## src/hw/audio_front_pkg.sv

```systemverilog
// Constants, types and field layouts of the control port and audio receiver
package audio_front_pkg;
  localparam int CLK_HZ = 20_000_000;
  localparam logic [6:0] BASE_ID = 7'h6c;
  localparam logic [7:0] REG_FORMAT = 8'h02;
  localparam logic [7:0] REG_SLOT = 8'h03;
  localparam logic [7:0] FORMAT_RST = 8'h04;
  localparam logic [7:0] SLOT_RST = 8'h00;
  localparam int SRC_BIT = 6;
  localparam logic [2:0] FMT_I2S = 3'h4;
  localparam logic [2:0] FMT_LJ = 3'h5;
  localparam logic [3:0] BYTE_BITS = 4'h8;
  localparam logic [5:0] WORD_W = 6'h20;
  localparam logic [5:0] TDM_SLOT_BITS = 6'h20;
  localparam logic [8:0] STEREO_MAX_BCLK = 9'h040;
  localparam logic [1:0] STRAP_SETTLE = 2'h3;
  localparam int SY_SCL = 0;
  localparam int SY_SDA = 1;
  localparam int SY_BCLK = 2;
  localparam int SY_LR = 3;
  localparam int SY_DIN = 4;
  localparam int SY_STRAP = 5;
  localparam int SYNC_W = 8;
  typedef enum logic [2:0] {I2C_IDLE, I2C_DEV, I2C_REG, I2C_WDATA, I2C_ACK, I2C_RDATA,
    I2C_RACK} i2c_state_t;

  function automatic logic [5:0] rj_prec(input logic [1:0] code);
    case (code)
      2'h0: rj_prec = 6'h18;
      2'h1: rj_prec = 6'h14;
      2'h2: rj_prec = 6'h12;
      default: rj_prec = 6'h10;
    endcase
  endfunction : rj_prec
endpackage : audio_front_pkg

```

## src/hw/tdm_audio_input.sv

```systemverilog
// Control port slave, slot-selecting audio receiver and sample FIFO
`timescale 1ns/10ps

module sample_fifo #(
  parameter int W = 32,
  parameter int DEPTH = 4
) (
  input wire logic i_clk, // Core clock
  input wire logic i_rst_n, // Async reset, active low
  input wire logic i_in_valid, // Word offered
  input wire logic [W-1:0] i_in_data, // Word in
  output logic o_in_ready, // Room for a word
  output logic o_out_valid, // Word available
  output logic [W-1:0] o_out_data, // Oldest word
  input wire logic i_out_ready // Sink takes word
);
  localparam int AW = $clog2(DEPTH);
  typedef struct packed {
    logic [DEPTH-1:0][W-1:0] mem;
    logic [AW-1:0] wp;
    logic [AW-1:0] rp;
    logic [AW:0] cnt;
  } fifo_st_t;
  fifo_st_t st_ff;
  fifo_st_t nxt_st;
  logic push;
  logic pop;

  assign o_in_ready = st_ff.cnt != (AW+1)'(DEPTH);
  assign o_out_valid = st_ff.cnt != '0;
  assign o_out_data = st_ff.mem[st_ff.rp];

  always_comb begin
    nxt_st = st_ff;
    push = i_in_valid && o_in_ready;
    pop = o_out_valid && i_out_ready;
    if (push) begin
      nxt_st.mem[st_ff.wp] = i_in_data;
      nxt_st.wp = (st_ff.wp == AW'(DEPTH-1)) ? '0 : st_ff.wp + 1'b1;
    end
    if (pop) begin
      nxt_st.rp = (st_ff.rp == AW'(DEPTH-1)) ? '0 : st_ff.rp + 1'b1;
    end
    if (push && !pop) begin
      nxt_st.cnt = st_ff.cnt + 1'b1;
    end else if (pop && !push) begin
      nxt_st.cnt = st_ff.cnt - 1'b1;
    end
  end

  always_ff @(posedge i_clk or negedge i_rst_n) begin
    if (!i_rst_n) begin
      st_ff <= '0;
    end else begin
      st_ff <= nxt_st;
    end
  end
endmodule : sample_fifo

module tdm_audio_input import audio_front_pkg::*; #(
  parameter int FIFO_DEPTH = 4
) (
  input wire logic i_clk, // Core clock, 20 MHz
  input wire logic i_rst_n, // Async reset, active low
  input wire logic i_scl, // Control bus clock pin
  input wire logic i_sda, // Control bus data pin level
  output logic o_sda_out, // Data pin drive value, always low
  output logic o_sda_oe, // Data pin pulled low when high
  input wire logic [1:0] i_strap_low_select, // Low strap level, 0 gnd to 3 supply
  input wire logic i_strap_high_select, // High strap, 1 for pull-down
  input wire logic i_bclk, // Bit clock
  input wire logic i_lrclk, // Frame clock
  input wire logic i_serial_audio_in, // Serial audio data
  output logic o_sample_valid, // Sample word available
  output logic [31:0] o_sample_data, // Sample word, MSB aligned
  input wire logic i_sample_ready, // Sink takes sample
  output logic [2:0] o_play_slot, // Slot in use for playback
  output logic [2:0] o_framing_format_field // Current format code
);
  typedef struct packed {
    logic [SYNC_W-1:0] sync1;
    logic [SYNC_W-1:0] sync2;
    logic scl_q;
    logic sda_q;
    logic bclk_q;
    logic strap_done;
    logic [1:0] strap_cnt;
    logic [2:0] strap_ofs;
    i2c_state_t i2c;
    i2c_state_t ack_to;
    logic [3:0] bcnt;
    logic [7:0] shr;
    logic [7:0] ptr;
    logic nack;
    logic sda_oe;
    logic sda_out;
    logic [7:0] fmt;
    logic [7:0] slot_reg;
    logic lr_q;
    logic [31:0] ash;
    logic [8:0] fcnt;
    logic [8:0] flen;
    logic [5:0] bis;
    logic [2:0] sidx;
    logic [31:0] word;
    logic word_vld;
    logic out_vld;
    logic [31:0] out_data;
    logic [2:0] play_slot;
  } top_st_t;
  top_st_t st_ff;
  top_st_t nxt_st;
  logic scl;
  logic sda;
  logic scl_rise;
  logic scl_fall;
  logic start_cond;
  logic stop_cond;
  logic [6:0] bus_identifier;
  logic [7:0] rd_byte;
  logic load;
  logic fstart;
  logic i2s;
  logic [5:0] slot_w;
  logic [5:0] nbis;
  logic [5:0] prec;
  logic [31:0] nash;
  logic [2:0] sel;
  logic fifo_in_ready;
  logic fifo_out_valid;
  logic [31:0] fifo_out_data;
  logic fifo_out_ready;

  sample_fifo #(.W(32), .DEPTH(FIFO_DEPTH)) u_fifo (
    .i_clk(i_clk),
    .i_rst_n(i_rst_n),
    .i_in_valid(st_ff.word_vld),
    .i_in_data(st_ff.word),
    .o_in_ready(fifo_in_ready),
    .o_out_valid(fifo_out_valid),
    .o_out_data(fifo_out_data),
    .i_out_ready(fifo_out_ready)
  );

  assign fifo_out_ready = !st_ff.out_vld || i_sample_ready;

  always_comb begin
    nxt_st = st_ff;
    load = 1'b0;
    nxt_st.sync1 = {i_strap_high_select, i_strap_low_select, i_serial_audio_in, i_lrclk,
      i_bclk, i_sda, i_scl};
    nxt_st.sync2 = st_ff.sync1;
    scl = st_ff.sync2[SY_SCL];
    sda = st_ff.sync2[SY_SDA];
    nxt_st.scl_q = scl;
    nxt_st.sda_q = sda;
    nxt_st.bclk_q = st_ff.sync2[SY_BCLK];
    // Edges are judged on the 20 MHz clock, ample for a 400 kHz bus clock
    scl_rise = scl && !st_ff.scl_q;
    scl_fall = !scl && st_ff.scl_q;
    start_cond = scl && st_ff.scl_q && st_ff.sda_q && !sda;
    stop_cond = scl && st_ff.scl_q && !st_ff.sda_q && sda;

    // Straps are caught once, a few cycles after reset release
    if (!st_ff.strap_done) begin
      nxt_st.strap_cnt = st_ff.strap_cnt + 1'b1;
      if (st_ff.strap_cnt == STRAP_SETTLE) begin
        nxt_st.strap_done = 1'b1;
        nxt_st.strap_ofs = st_ff.sync2[SY_STRAP +: 3];
      end
    end
    bus_identifier = BASE_ID + {4'h0, st_ff.strap_ofs};

    rd_byte = 8'h00;
    if (st_ff.ptr == REG_FORMAT) begin
      rd_byte = st_ff.fmt;
    end else if (st_ff.ptr == REG_SLOT) begin
      rd_byte = st_ff.slot_reg;
    end

    // Only the data line is ever driven; the bus clock is never held
    if (stop_cond) begin
      nxt_st.i2c = I2C_IDLE;
      nxt_st.sda_oe = 1'b0;
    end else if (start_cond) begin
      nxt_st.i2c = I2C_DEV;
      nxt_st.bcnt = '0;
      nxt_st.sda_oe = 1'b0;
    end else begin
      case (st_ff.i2c)
        I2C_DEV, I2C_REG, I2C_WDATA: begin
          if (scl_rise) begin
            nxt_st.shr = {st_ff.shr[6:0], sda};
            nxt_st.bcnt = st_ff.bcnt + 1'b1;
          end else if (scl_fall && st_ff.bcnt == BYTE_BITS) begin
            nxt_st.bcnt = '0;
            nxt_st.i2c = I2C_ACK;
            nxt_st.sda_oe = 1'b1;
            case (st_ff.i2c)
              I2C_DEV: begin
                if (st_ff.shr[7:1] != bus_identifier) begin
                  nxt_st.i2c = I2C_IDLE;
                  nxt_st.sda_oe = 1'b0;
                end
                nxt_st.ack_to = st_ff.shr[0] ? I2C_RDATA : I2C_REG;
              end
              I2C_REG: begin
                nxt_st.ptr = st_ff.shr;
                nxt_st.ack_to = I2C_WDATA;
              end
              default: begin
                if (st_ff.ptr == REG_FORMAT) begin
                  nxt_st.fmt = st_ff.shr;
                end else if (st_ff.ptr == REG_SLOT) begin
                  nxt_st.slot_reg = st_ff.shr;
                end
                nxt_st.ptr = st_ff.ptr + 1'b1;
                nxt_st.ack_to = I2C_WDATA;
              end
            endcase
          end
        end
        I2C_ACK: begin
          if (scl_fall) begin
            nxt_st.sda_oe = 1'b0;
            nxt_st.i2c = st_ff.ack_to;
            load = st_ff.ack_to == I2C_RDATA;
          end
        end
        I2C_RDATA: begin
          if (scl_fall) begin
            if (st_ff.bcnt == BYTE_BITS) begin
              nxt_st.sda_oe = 1'b0;
              nxt_st.i2c = I2C_RACK;
            end else begin
              nxt_st.shr = {st_ff.shr[6:0], 1'b0};
              nxt_st.sda_oe = !st_ff.shr[6];
              nxt_st.bcnt = st_ff.bcnt + 1'b1;
            end
          end
        end
        I2C_RACK: begin
          if (scl_rise) begin
            nxt_st.nack = sda;
          end else if (scl_fall) begin
            if (st_ff.nack) begin
              nxt_st.i2c = I2C_IDLE;
            end else begin
              nxt_st.i2c = I2C_RDATA;
              load = 1'b1;
            end
          end
        end
        default: begin
        end
      endcase
    end
    if (load) begin
      nxt_st.shr = rd_byte;
      nxt_st.sda_oe = !rd_byte[7];
      nxt_st.bcnt = 4'h1;
      nxt_st.ptr = st_ff.ptr + 1'b1;
    end

    // Audio receiver; a pending word waits for FIFO room, a new one replaces it
    if (st_ff.word_vld && fifo_in_ready) begin
      nxt_st.word_vld = 1'b0;
    end
    i2s = st_ff.fmt[2:0] == FMT_I2S;
    fstart = st_ff.sync2[SY_LR] && !st_ff.lr_q;
    slot_w = (st_ff.flen > STEREO_MAX_BCLK) ? TDM_SLOT_BITS : st_ff.flen[6:1];
    prec = st_ff.fmt[2] ? slot_w : rj_prec(st_ff.fmt[1:0]);
    nash = {st_ff.ash[30:0], st_ff.sync2[SY_DIN]};
    nbis = st_ff.bis + 1'b1;
    sel = st_ff.fmt[SRC_BIT] ? st_ff.slot_reg[2:0] : st_ff.strap_ofs;
    if (st_ff.sync2[SY_BCLK] && !st_ff.bclk_q) begin
      nxt_st.lr_q = st_ff.sync2[SY_LR];
      nxt_st.ash = nash;
      nxt_st.fcnt = fstart ? '0 : st_ff.fcnt + 1'b1;
      if (fstart) begin
        nxt_st.flen = st_ff.fcnt + 1'b1;
      end
      // Left-justified words begin on the edge that shows the frame start
      if (fstart && !i2s) begin
        nbis = 6'h1;
      end
      // I2S slots lag by one bit, so the frame start edge ends the last slot
      if (nbis == slot_w && slot_w != '0) begin
        if (st_ff.sidx == sel) begin
          nxt_st.word = nash << (WORD_W - prec);
          nxt_st.word_vld = 1'b1;
        end
        nbis = '0;
        nxt_st.sidx = st_ff.sidx + 1'b1;
      end
      if (fstart) begin
        nxt_st.sidx = '0;
        if (i2s) begin
          nbis = '0;
        end
      end
      nxt_st.bis = nbis;
    end

    if (fifo_out_ready) begin
      nxt_st.out_vld = fifo_out_valid;
      if (fifo_out_valid) begin
        nxt_st.out_data = fifo_out_data;
      end
    end
    nxt_st.play_slot = sel;
  end

  always_ff @(posedge i_clk or negedge i_rst_n) begin
    if (!i_rst_n) begin
      st_ff <= '0;
      st_ff.fmt <= FORMAT_RST;
      st_ff.slot_reg <= SLOT_RST;
    end else begin
      st_ff <= nxt_st;
    end
  end

  assign o_sda_out = st_ff.sda_out;
  assign o_sda_oe = st_ff.sda_oe;
  assign o_sample_valid = st_ff.out_vld;
  assign o_sample_data = st_ff.out_data;
  assign o_play_slot = st_ff.play_slot;
  assign o_framing_format_field = st_ff.fmt[2:0];
endmodule : tdm_audio_input

```

## config.mk

```make
export PLATFORM = sky130hd
export DESIGN_NAME = tdm_audio_input
export DESIGN_NICKNAME = d
export VERILOG_FILES = /design/src/hw/audio_front_pkg.sv /design/src/hw/tdm_audio_input.sv
export SDC_FILE = /design/constraint.sdc
export NUM_CORES = 1
export LEC_CHECK = 0
export BUFFER_PORTS_ARGS = -buffer_cell sky130_fd_sc_hd__buf_2
export CAP_MARGIN = 10
export CORE_MARGIN = 8
export CORE_UTILIZATION = 30
export CTS_CLUSTER_SIZE = 28
export DETAILED_ROUTE_END_ITERATION = 8
export SYNTH_ARGS = -nofsm -noshare
export SYNTH_HDL_FRONTEND = slang
export SYNTH_SLANG_ARGS = --single-unit
```

## constraint.sdc

```tcl
create_clock -name i_clk -period 2.95 [get_ports i_clk]
set_input_delay 0.59 -clock i_clk [delete_from_list [all_inputs] [get_ports i_clk]]
set_output_delay 0.59 -clock i_clk [all_outputs]
set_load 0.005 [all_outputs]
```

Yosys cells after proc, flatten, opt, wreduce, memory -nomap -nowiden. Index checks and enable logic that the tools add are counted. Widths: inputs -> output; s select.

Output and inout port bits: 41. Register bits: 332.

Bitwise gates (word level): 6. Order comparisons: 4. Muxes and demuxes: 77. Reductions and logical operators: 57. Shift operators: 1. $add $sub $neg: 12. Equal/unequal tests: 41.

Operator list (count): $bwmux 128 (1); $bmux 32 s2 (1); $demux 32 s2 (1); $mux 32 (2); $mux 6 (9); $mux 3 (17); $mux 8 (6); $mux 36 (1); $ne 4x4->1 const B (9); $mux 33 (1); $shl 32x6->32 (1); $ne 5x5->1 const B (5); $mux 12 (2); $pmux 12 s2 (1); $mux 1 (21); $mux 21 (1); $mux 20 (1); $reduce_bool 6->1 (3); $logic_and 1x1->1 (17); $mux 17 (1); $eq 8x2->1 const B (2); $pmux 8 s2 (1); $reduce_and 8->1 (2); $eq 3x3->1 const B (5); other kinds (46) (87).

Depth between registers and ports, before layout. Gate-level depths: netlist of the first run.

Depth in word-level cells: 10. Gate-level depth with buffers: 12. Depth with buffers taken out: 10.

Hierarchy. A second synthesis of the first run with hierarchy kept.

Cell total of the unflattened synthesis: 1433. Area total of the unflattened synthesis: 16387.0 um2.

By module, submodules not included: tdm_audio_input (cells an instance 1084, instances 1, sequential area each 4931.0 um2, area each 10400.0 um2); sample_fifo (cells an instance 349, instances 1, sequential area each 3378.2 um2, area each 5987.0 um2).

Worst setup path before layout of the first run. Ideal clock, no wire load.

Kind: flip-flop to flip-flop. Start: register st_ff (netlist bit o_framing_format_field[2]). End: register st_ff[68] in the netlist's numbering. Arrival: 2.489 ns. Cell stages (with the launch flop): 10. Required time: 2.813 ns. Path buffers: 2. Slack: 0.325 ns. Library setup time: 0.137 ns. Cell sequence: dfstp_2 buf_2 nor3_1 a31oi_1 o2111ai_1 xnor2_1 buf_2 nand3_1 o2111ai_1 o21ai_0.

Cells in the longest elaborated chain, start to end: 8. Elaborated cells between the ends (all ways): 11. Those cells by class: add/sub: 1; eq/ne: 2; shift: 1; mux: 3; reduce/logical: 4.

RTL lines: start: declaration (line tdm_audio_input.sv:111) `top_st_t st_ff;`; start signal: assignment (line tdm_audio_input.sv:320) `st_ff <= nxt_st;`; parallel branches: the longest is 8 deep, another holds $sub 6x6->6.

Parallel ways; which one is timed is not known. The select of a mux whose other input is x is not followed. A chain may end at the register's enable or synchronous reset.

Worst setup path in the final report of the first run.
Start: register st_ff[128] in the netlist's numbering. End: register st_ff[67] in the netlist's numbering.

Cells in the longest elaborated chain, start to end: 8.

RTL lines: $logic_not 1->1 (line tdm_audio_input.sv:270) `fstart = st_ff.sync2[SY_LR] && !st_ff.lr_q;`; $logic_and 1x1->1 (line tdm_audio_input.sv:270); $logic_and 1x1->1 (line tdm_audio_input.sv:284) `if (fstart && !i2s) begin`; $mux 6 (line tdm_audio_input.sv:284); $mux 6 (line tdm_audio_input.sv:276) `if (st_ff.sync2[SY_BCLK] && !st_ff.bclk_q) begin`; $eq 6x6->1 (line tdm_audio_input.sv:288) `if (nbis == slot_w && slot_w != '0) begin`; $logic_and 1x1->1 (line tdm_audio_input.sv:288); $reduce_and 3->1 (no source line).

No other way between the ends. The select of a mux whose other input is x is not followed.

==> results_dict.tcl, run 1 <==
set metrics [dict create \
    post-route-period-util_pct 95.1 \
    clock_skew_ns 0.0412 \
    seqCellArea_um2 8310 \
    root_buffer "clkbuf_16" \
    setup_viol 0 \
    clockBufferDepth 3 \
    ys_seq_area_share_pct 51.1 \
    hold_buffers 0 \
    ant_nets 0 \
    post_cts_buffers 0 \
    reg2regPathDepth 10 \
    vdd_ir_drop_max_mv 0.401 \
    die_area_um2 61900 \
    fmax_ghz 0.356 \
    wl_met1_mm 17.5 \
    dr.pass1.iters 5 \
    ys_ff_latch 332 \
    crit_path_end_kind "register" \
    drive_above_1_share_pct 28.9 \
    antenna_found_initial 0 \
    route.detailed.drc 0 \
    insertion_delay_ns 0.56 \
    critical_path.top_delay_family "compound AO/OA/AOI/OAI gates" \
    p_switching_uw 3310 \
    final_nets 1486 \
    numCtsBuffers 39 \
    crit_path_max_incr_delay_ns 0.55 \
    r2r_setup_slack_ns 0.14 \
    placedCellCount 2115 \
    slew_violations 0 \
    routed_wl_mm 37.1 \
    drtIter0Drc 653 \
    dr_wl_met2_mm 17.4 \
    die_width_um 249 \
    critPathBufInv 2 \
    htree_num_levels 2 \
    min_path_type "primary input to async pin" \
    switching_share_pct 27.6 \
    slew-limit-headroom_pct 48.0 \
    tritoncts "yes" \
    total_power_uw 12000 \
    routabilityCongestion 0.849 \
    top_layer "met4" \
    cellPowerDensity_nw_per_um2 637 \
    crit_fanout 5 \
    yosysUniqueCellTypes 72 \
    r2r-end "st_ff[67]$_DFFE_PN0P_" \
    dp_hpwl_mm 25.4 \
    die_h_um 249 \
    start_util_pct 30.3 \
    worstPathRequired_ns 3.40 \
    grt_pass1_wl_mm 61.8 \
    diodes 0 \
    cp.arrival_ns 3.25 \
    yosys_warnings 0 \
    grt_pass1_vias 11100 \
    crit_top_cell "buf_4" \
    ys_async_sr_fraction_pct 100 \
    reg2reg_from "st_ff[128]$_DFFE_PN0P_" \
    status "finished, final reports clean" \
    overflow 0 \
    vias 10800 \
    worst-setup-path-type "register to register" \
    instances_no_fill 2185 \
    clkTransAtPathRegs_ns 0.06 \
    worst_pin_slew_ns 0.777 \
    syn_area_per_cell_um2 11.4 \
    pwr-share-seq_pct 43.5 \
    p_comb_share_pct 13.9 \
    synthToLayoutAreaGrowth_pct 15.7 \
    multi_input_area_um2 7320 \
    p_int_uw 8680 \
    worstPathCellList "nand2b_1, a21oi_1, buf_4, nor2_1, a311oi_1, nor4b_4, buf_4, and2_1, a22o_1, or2_1" \
    clkSinkCount 332 \
    io_buffers 50 \
    wire_per_inst_um 17.0 \
    fin_util_pct 35.0 \
    grt_max_degree 87 \
    hold_viol_final 0 \
    critPathSlowestCell "a311oi_1" \
    synth_edf_count 0 \
    nFillCells 5218 \
    routed-wl-met3_mm 1.41 \
    ioPinCount 52 \
    clkPwrFrac_pct 42.6 \
    rsz0062_at_grt "yes" \
    synth_nets 1449 \
    cts_resized 0 \
    syn_area_um2 16300 \
    grt_use_total_pct 11.9 \
    cp-start-kind "register" \
    vias_per_cell 4.94 \
    ys.flop_type "dfrtp_1" \
    drv_cap 0 \
    core_area_um2 53700 \
    syn_inst 1423 \
    period_minus_slack_ns 2.81 \
    leakagePower_uw 0.00896 \
    fp-row-count 85 \
]
[worst reg2reg max path, stage by stage (launching register included)]
cell and delay (ns):
dfrtp_1 0.39, nand2b_1 0.22, a21oi_1 0.35, buf_4 0.21
nor2_1 0.04, a311oi_1 0.55, nor4b_4 0.15, buf_4 0.20
and2_1 0.18, a22o_1 0.22, or2_1 0.20
[stage by stage]
stage / cell area, um^2 / setup TNS [ns] / setup slack (ns) / hold WS (ns)
after floorplan: 16300 / 0 / 0.325 / 0.294
after global placement: 17400 / 0 / 0.0934 / 0.334
after detailed placement: 17400 / 0 / 0.0640 / 0.337
after CTS: 18800 / 0 / 0.0518 / 0.0712
after global routing: 18800 / -0.0287 / -0.0280 / 0.0991
final: 18800 / 0 / 0.145 / 0.0498
[power groups by stage]
stage	clock network, uW	registers (uW)	logic (uW)
after floorplan	0	5100	1200
after global placement	0	5280	1650
after detailed placement	0	5290	1680
after CTS	5250	5210	1690
after global routing	5450	5260	1850
final	5110	5210	1660
[flip-flops by register name, summed over array words and instances, names as in the netlist]
name,cells
o_sda_oe,1
u_fifo.st_ff,135
o_play_slot,3
nash,32
st_ff,114
o_sample_valid,1
o_framing_format_field,3
nxt_st,11
o_sample_data,32
[per-layer routing]
metal / up-vias / global-route usage, %
li1: 5133 / -
met4: 0 / 3.65
met3: 55 / 2.26
met2: 176 / 19.1
met5: - / 0
met1: 5424 / 16.3
[cells in the mapped netlist, drive strengths merged (8+ instances only)]
cell type	number	area share [%]
a22o	15	0.81
dfrtp	331	51
and3	16	0.62
nor3	14	0.50
mux4	33	4.6
a211oi	10	0.46
buf	79	2.9
nor2	72	1.7
inv	20	0.46
xnor2	14	0.80
a22oi	8	0.37
mux2	189	13
nand3	30	0.99
xor2	15	0.81
nand2	209	4.8
mux2i	72	4.4
ha	14	1.1
o21ai	67	2.1
o31ai	8	0.45
clkbuf	39	0.90
a31oi	15	0.58
nor2b	11	0.42
a21oi	58	1.8
[cell families after synthesis]
group | after synthesis | share of synthesized area (%)
buffers and inverters | 138 | 4.30
AOI/OAI and AO/OA | 221 | 8.65
DFF | 332 | 51.1
muxes | 294 | 22.1
adders and majority gates | 15 | 1.20
other | 1 | 0.0231
xor gates and xnor gates | 29 | 1.61
and+or+nand+nor | 393 | 11.0
[worst max-delay path by stage]
stage | startpoint | to | depth (start not counted)
global route | st_ff[81]$_DFFE_PN0P_ | st_ff[65]$_DFFE_PN0P_ | 9
CTS | o_framing_format_field[2]$_DFFE_PN1P_ | st_ff[64]$_DFFE_PN0P_ | 9
floorplan | o_framing_format_field[2]$_DFFE_PN1P_ | st_ff[68]$_DFFE_PN0P_ | 9
detailed placement | o_framing_format_field[2]$_DFFE_PN1P_ | st_ff[64]$_DFFE_PN0P_ | 9
finish | st_ff[128]$_DFFE_PN0P_ | st_ff[67]$_DFFE_PN0P_ | 10
global placement | o_framing_format_field[2]$_DFFE_PN1P_ | st_ff[64]$_DFFE_PN0P_ | 9
[area by class of cell]
cell class              instances  area share [%]
clock inverters                19            1.50
flip-flops and latches        332            44.2
well taps                     696            4.63
repair buffers                114            4.47
inverters                      20           0.399
multi-input cells             953            38.9
clock buffers                  51            5.91
[placed cells by master (no fill, tap or decap), types with 40 or more instances in the layout]
cell       instances
a21oi_1           56
buf_2             49
buf_4             56
clkbuf_16         40
dfrtp_1          330
mux2_2           189
mux2i_1           71
nand2_1          208
nor2_1            71
o21ai_0           60
Power figures use the tool's default switching activity.
==> run 2: changes to the inputs <==
Settings changed: PLACE_DENSITY set to 0.55.
==> run 2 against run 1 <==
  * Clock skew is 0.020 ns lower
  * Via count is 0.73% lower
  * Cell count stayed put
  * Total power is 2.5% lower
  * Critical path type unchanged
  * Largest cell class unchanged
  * Largest power group unchanged
==> results_dict.tcl, run 2 (same netlist as run 1, synthesis figures left out) <==
set metrics [dict create \
    root_buffer "clkbuf_16" \
    cp-start-kind "register" \
    hold_viol_final 0 \
    multi_input_area_um2 7310 \
    final_nets 1486 \
    ant_nets 0 \
    cellPowerDensity_nw_per_um2 624 \
    final_cell_mix "330 x dfrtp_1, 209 x nand2_1, 189 x mux2_2, 72 x nor2_1, 69 x mux2i_1" \
    seqCellArea_um2 8310 \
    wire_per_inst_um 16.8 \
    instances_no_fill 2185 \
    top_regs "u_fifo.st_ff (135), st_ff (114)" \
    crit_path_max_incr_delay_ns 0.55 \
    io_buffers 50 \
    route.detailed.drc 0 \
    synthToLayoutAreaGrowth_pct 15.2 \
    cp_num_cells 8 \
    drive_above_1_share_pct 28.7 \
    crit_path_end_kind "register" \
    total_power_uw 11700 \
    routed_wl_mm 36.6 \
    r2r-end "st_ff[66]$_DFFE_PN0P_" \
    dr.pass1.iters 5 \
    min_path_type "primary input to async pin" \
    placedCellCount 2116 \
    worst_pin_slew_ns 0.791 \
    setup_tns_ns 0 \
    hold_buffers 0 \
    placed_area_um2 17400 \
    grt_pass1_vias 11000 \
    drtIter0Drc 668 \
    finalInstanceArea_um2 18700 \
    crit_start "st_ff[84]$_DFFE_PN0P_" \
    status "finished, final reports clean" \
    drv_cap 0 \
    vias 10700 \
    largest_register_ff_count 135 \
    die_width_um 249 \
    cp.arrival_ns 3.20 \
    overflow 0 \
    clockBufferDepth 3 \
    die_area_um2 61900 \
    reg2reg_from "st_ff[84]$_DFFE_PN0P_" \
    start_util_pct 30.3 \
    antenna_found_initial 0 \
    crit_fanout 34 \
    layout_commonest_cell "dfrtp_1" \
    worstPathRequired_ns 3.38 \
    critical_path.endpoint "st_ff[66]$_DFFE_PN0P_" \
    grt_pass1_wl_mm 61.3 \
    setup_viol 0 \
    slew-limit-headroom_pct 47.0 \
    ioPinCount 52 \
    worst-setup-path-type "register to register" \
    grt_use_total_pct 11.9 \
    slew_violations 0 \
    htree_num_levels 2 \
    rsz0062_at_grt "yes" \
    r2r_setup_slack_ns 0.18 \
    period_minus_slack_ns 2.77 \
    clkSinkCount 332 \
    critPathBufInv 1 \
    die_h_um 249 \
    core_area_um2 53700 \
    critPathSlowestCell "mux4_2" \
    fp-row-count 85 \
    tritoncts "yes" \
    vias_per_cell 4.90 \
    reg2regPathDepth 8 \
    numCtsBuffers 38 \
    insertion_delay_ns 0.55 \
    leakagePower_uw 0.00893 \
    post-route-period-util_pct 93.8 \
    fmax_ghz 0.361 \
    clkTransAtPathRegs_ns 0.06 \
    dp_hpwl_mm 25.1 \
    regMostFlops "u_fifo.st_ff" \
    nFillCells 5293 \
    routabilityCongestion 0.850 \
    crit_top_cell "mux2i_1" \
    clock_skew_ns 0.0215 \
    grt_max_degree 93 \
    critical_path.top_delay_family "multiplexers" \
    diodes 0 \
    worstPathCellList "nor3_4, nand3_2, buf_12, mux2i_1, mux2i_1, mux4_2, and3_1, a211o_1" \
    vdd_ir_drop_max_mv 0.370 \
]
## run 2: changes by cell type in the layout (fill, tap and decap cells not counted), sizes merged
| cell | before | now |
|---|---|---|
| clkbuf | 51 | 48 |
| bufinv | 5 | 3 |
| clkinv | 10 | 12 |
| clkinvlp | 2 | 4 |
| buf | 114 | 115 |
## run 2: power breakdown
group	internal (uW)	switching [uW]
combinational	767	910
clock	2830	1920
sequential	4810	441
total	8410	3280
## run 2: layout make-up
| cell class | instances | share of cell area [%] |
|---|---|---|
| Inverter | 20 | 0.401 |
| Clock buffer | 48 | 5.66 |
| Multi-Input combinational cell | 953 | 39.0 |
| Timing Repair Buffer | 115 | 4.75 |
| Tap cell | 696 | 4.65 |
| Sequential cell | 332 | 44.4 |
| Clock inverter | 21 | 1.14 |
## run 2: stage by stage
| step | setup slack [ns] | hold WS [ns] | util [%] |
|---|---|---|---|
| 6_report | 0.182 | 0.0729 | 34.9 |
| 5_1_grt | -0.0111 | 0.114 | 34.9 |
| 3_5_place_dp | 0.118 | 0.335 | 32.4 |
| 4_1_cts | 0.114 | 0.0975 | 34.8 |
| 3_3_place_gp | 0.106 | 0.333 | 32.4 |
| 2_1_floorplan | 0.325 | 0.294 | - |
## run 2: routing by layer
layer	GRT usage [%]	up-vias	share of wire [%]	routed length [um]
li1	-	5091	-	-
met5	0	-	0	0
met4	3.36	0	1.8	658
met2	19.1	159	47	17100
met3	2.10	40	3.1	1150
met1	16.3	5419	48	17700
## run 2: worst min path at each step
stage	to	slack (ns)	cells past startpoint
after CTS	u_fifo.st_ff[1]$_DFFE_PN0P_	0.1	1
after detailed placement	st_ff[190]$_DFF_PN0_	0.33	0
after floorplan	nash[0]$_DFF_PN0_	0.29	0
after global routing	u_fifo.st_ff[1]$_DFFE_PN0P_	0.11	1
after global placement	st_ff[188]$_DFF_PN0_	0.33	0
final	u_fifo.st_ff[1]$_DFFE_PN0P_	0.07	1
## run 2: worst register-to-register path, stage by stage, from the launching register on
cell and delay (ns):
dfrtp_1 0.41, nor3_4 0.42, nand3_2 0.16, buf_12 0.21
mux2i_1 0.25, mux2i_1 0.21, mux4_2 0.55, and3_1 0.20
a211o_1 0.25
## run 2: timing repair
item / 4_1_cts / 5_1_grt
gates resized for setup: 0 / 11
endpoints found under the setup margin: 0 / 11
hold endpoints to repair: 0 / 0
setup buffers: 0 / 0
==> run 3: changes to the inputs <==
Settings changed: CORE_UTILIZATION 30 to 59, PLACE_DENSITY 0.55 to 0.87.
==> run 3 against run 2 <==
  * Wire length is 4.4% lower
  * Count of clock-buffer cells in the layout stayed put
  * Sequential share of layout area is 1.9 points higher
  * Fmax is 3.2% lower
  * Via count is 2.5% higher
  * Largest cell class unchanged
==> results_dict.tcl, run 3 (same netlist as run 1, synthesis figures left out) <==
set metrics [dict create \
    status "finished, final reports clean" \
    post_cts_buffers 0 \
    htree_num_levels 2 \
    grt_pass1_vias 11400 \
    start_util_pct 60.1 \
    setup_viol 0 \
    min_path_type "primary input to async pin" \
    drive_above_1_share_pct 26.9 \
    antenna_found_initial 0 \
    diodes 0 \
    final_cell_mix "330 x dfrtp_1, 209 x nand2_1, 189 x mux2_2, 72 x nor2_1, 71 x mux2i_1" \
    insertion_delay_ns 0.54 \
    setup_tns_ns 0 \
    dr.pass1.iters 4 \
    cts_resized 0 \
    crit_fanout 8 \
    fp-row-count 60 \
    drtIter0Drc 943 \
    overflow 0 \
    slew-limit-headroom_pct 35.4 \
    wire_per_inst_um 19.4 \
    nFillCells 1932 \
    grt_pass1_wl_mm 59.0 \
    multi_input_area_um2 7280 \
    synthToLayoutAreaGrowth_pct 10.6 \
    clock_skew_ns 0.0289 \
    io_buffers 50 \
    die_h_um 182 \
    placedCellCount 1744 \
    ioPinCount 52 \
    grt_use_total_pct 21.6 \
    instances_no_fill 1807 \
    vias 11000 \
    hold_buffers 0 \
    cp.arrival_ns 3.26 \
    routabilityCongestion 0.879 \
    grt_max_degree 75 \
    die_width_um 182 \
    root_buffer "clkbuf_16" \
    cp-start-kind "register" \
    worst_pin_slew_ns 0.963 \
    post-route-period-util_pct 97.0 \
    regMostFlops "u_fifo.st_ff" \
    fin_util_pct 66.5 \
    seqCellArea_um2 8310 \
    layout_commonest_cell "dfrtp_1" \
    worst-setup-path-type "register to register" \
    route.detailed.drc 0 \
    numCtsBuffers 35 \
    dp_hpwl_mm 23.8 \
    die_area_um2 33100 \
    period_minus_slack_ns 2.86 \
    cellPowerDensity_nw_per_um2 630 \
    rsz0062_at_grt "yes" \
    slew_violations 0 \
    clkSinkCount 332 \
    vdd_ir_drop_max_mv 0.497 \
    crit_path_end_kind "register" \
    top_regs "u_fifo.st_ff (135), st_ff (114)" \
    worstPathRequired_ns 3.35 \
    largest_register_ff_count 135 \
    ant_nets 0 \
    clkTransAtPathRegs_ns 0.06 \
    hold_viol_final 0 \
    leakagePower_uw 0.00875 \
    clockBufferDepth 3 \
    whs_ns 0.0333 \
    drv_cap 0 \
    routed_wl_mm 35.0 \
    vias_per_cell 6.07 \
    core_area_um2 27000 \
    final_nets 1466 \
    fmax_ghz 0.350 \
    tritoncts "yes" \
]
## run 3: worst paths after layout
kind | slack, ns | depth (start not counted) | start | end
setup / recovery | 0.09 | 10 | st_ff[72]$_DFFE_PN0P_ | st_ff[67]$_DFFE_PN0P_
hold / removal | 0.03 | 1 | i_rst_n | o_sample_data[7]$_DFFE_PN0P_
setup reg to reg | 0.09 | 10 | st_ff[72]$_DFFE_PN0P_ | st_ff[67]$_DFFE_PN0P_
hold reg to reg | 0.35 | 0 | nxt_st[187]$_DFF_PN0_ | nash[0]$_DFF_PN0_
max in group asynchronous | 2.04 | 2 | i_rst_n | st_ff[132]$_DFFE_PN0P_
min in group i_clk | 0.17 | 1 | i_sda | nxt_st[184]$_DFF_PN0_
## run 3: metrics by stage
step / power (uW) / worst slack, ns / cell area, um^2
after global routing: 11800 / -0.0618 / 18000
after global placement: 6830 / 0.168 / 16800
final: 11300 / 0.0896 / 18000
after CTS: 11400 / 0.129 / 18000
after detailed placement: 6890 / 0.153 / 16800
after floorplan: 6300 / 0.325 / 16300
## run 3: routing by layer
layer / wire [um] / global-route usage [%] / vias to the layer above
met1: 15300 / 28.7 / 5537
met3: 1690 / 3.25 / 74
met5: 0 / 0 / -
met2: 17100 / 36.0 / 279
met4: 932 / 6.82 / 0
li1: - / - / 5087
## run 3: power breakdown
group	leakage [uW]	switching, uW	internal, uW	total (uW)
registers	0.00449	362	4810	5170
logic	0.00368	949	698	1650
clock network	0.000574	1830	2680	4500
## run 3: cell type report
| cell class | instances | share of cell area (%) |
|---|---|---|
| inverter | 20 | 0.418 |
| multi-input combinational | 953 | 40.5 |
| tap | 341 | 2.37 |
| clock inverter | 15 | 1.25 |
| timing repair buffer | 98 | 3.87 |
| sequential | 332 | 46.2 |
| clock buffer | 48 | 5.37 |
## run 3: worst max-delay path, stage by stage (launching register included)
cell	delay, ns
dfrtp_1	0.44
ha_1	0.32
and4b_1	0.22
a22oi_1	0.21
a21oi_1	0.10
o32ai_1	0.53
nor4b_4	0.11
buf_4	0.19
and2_1	0.19
a22o_1	0.21
or2_1	0.20
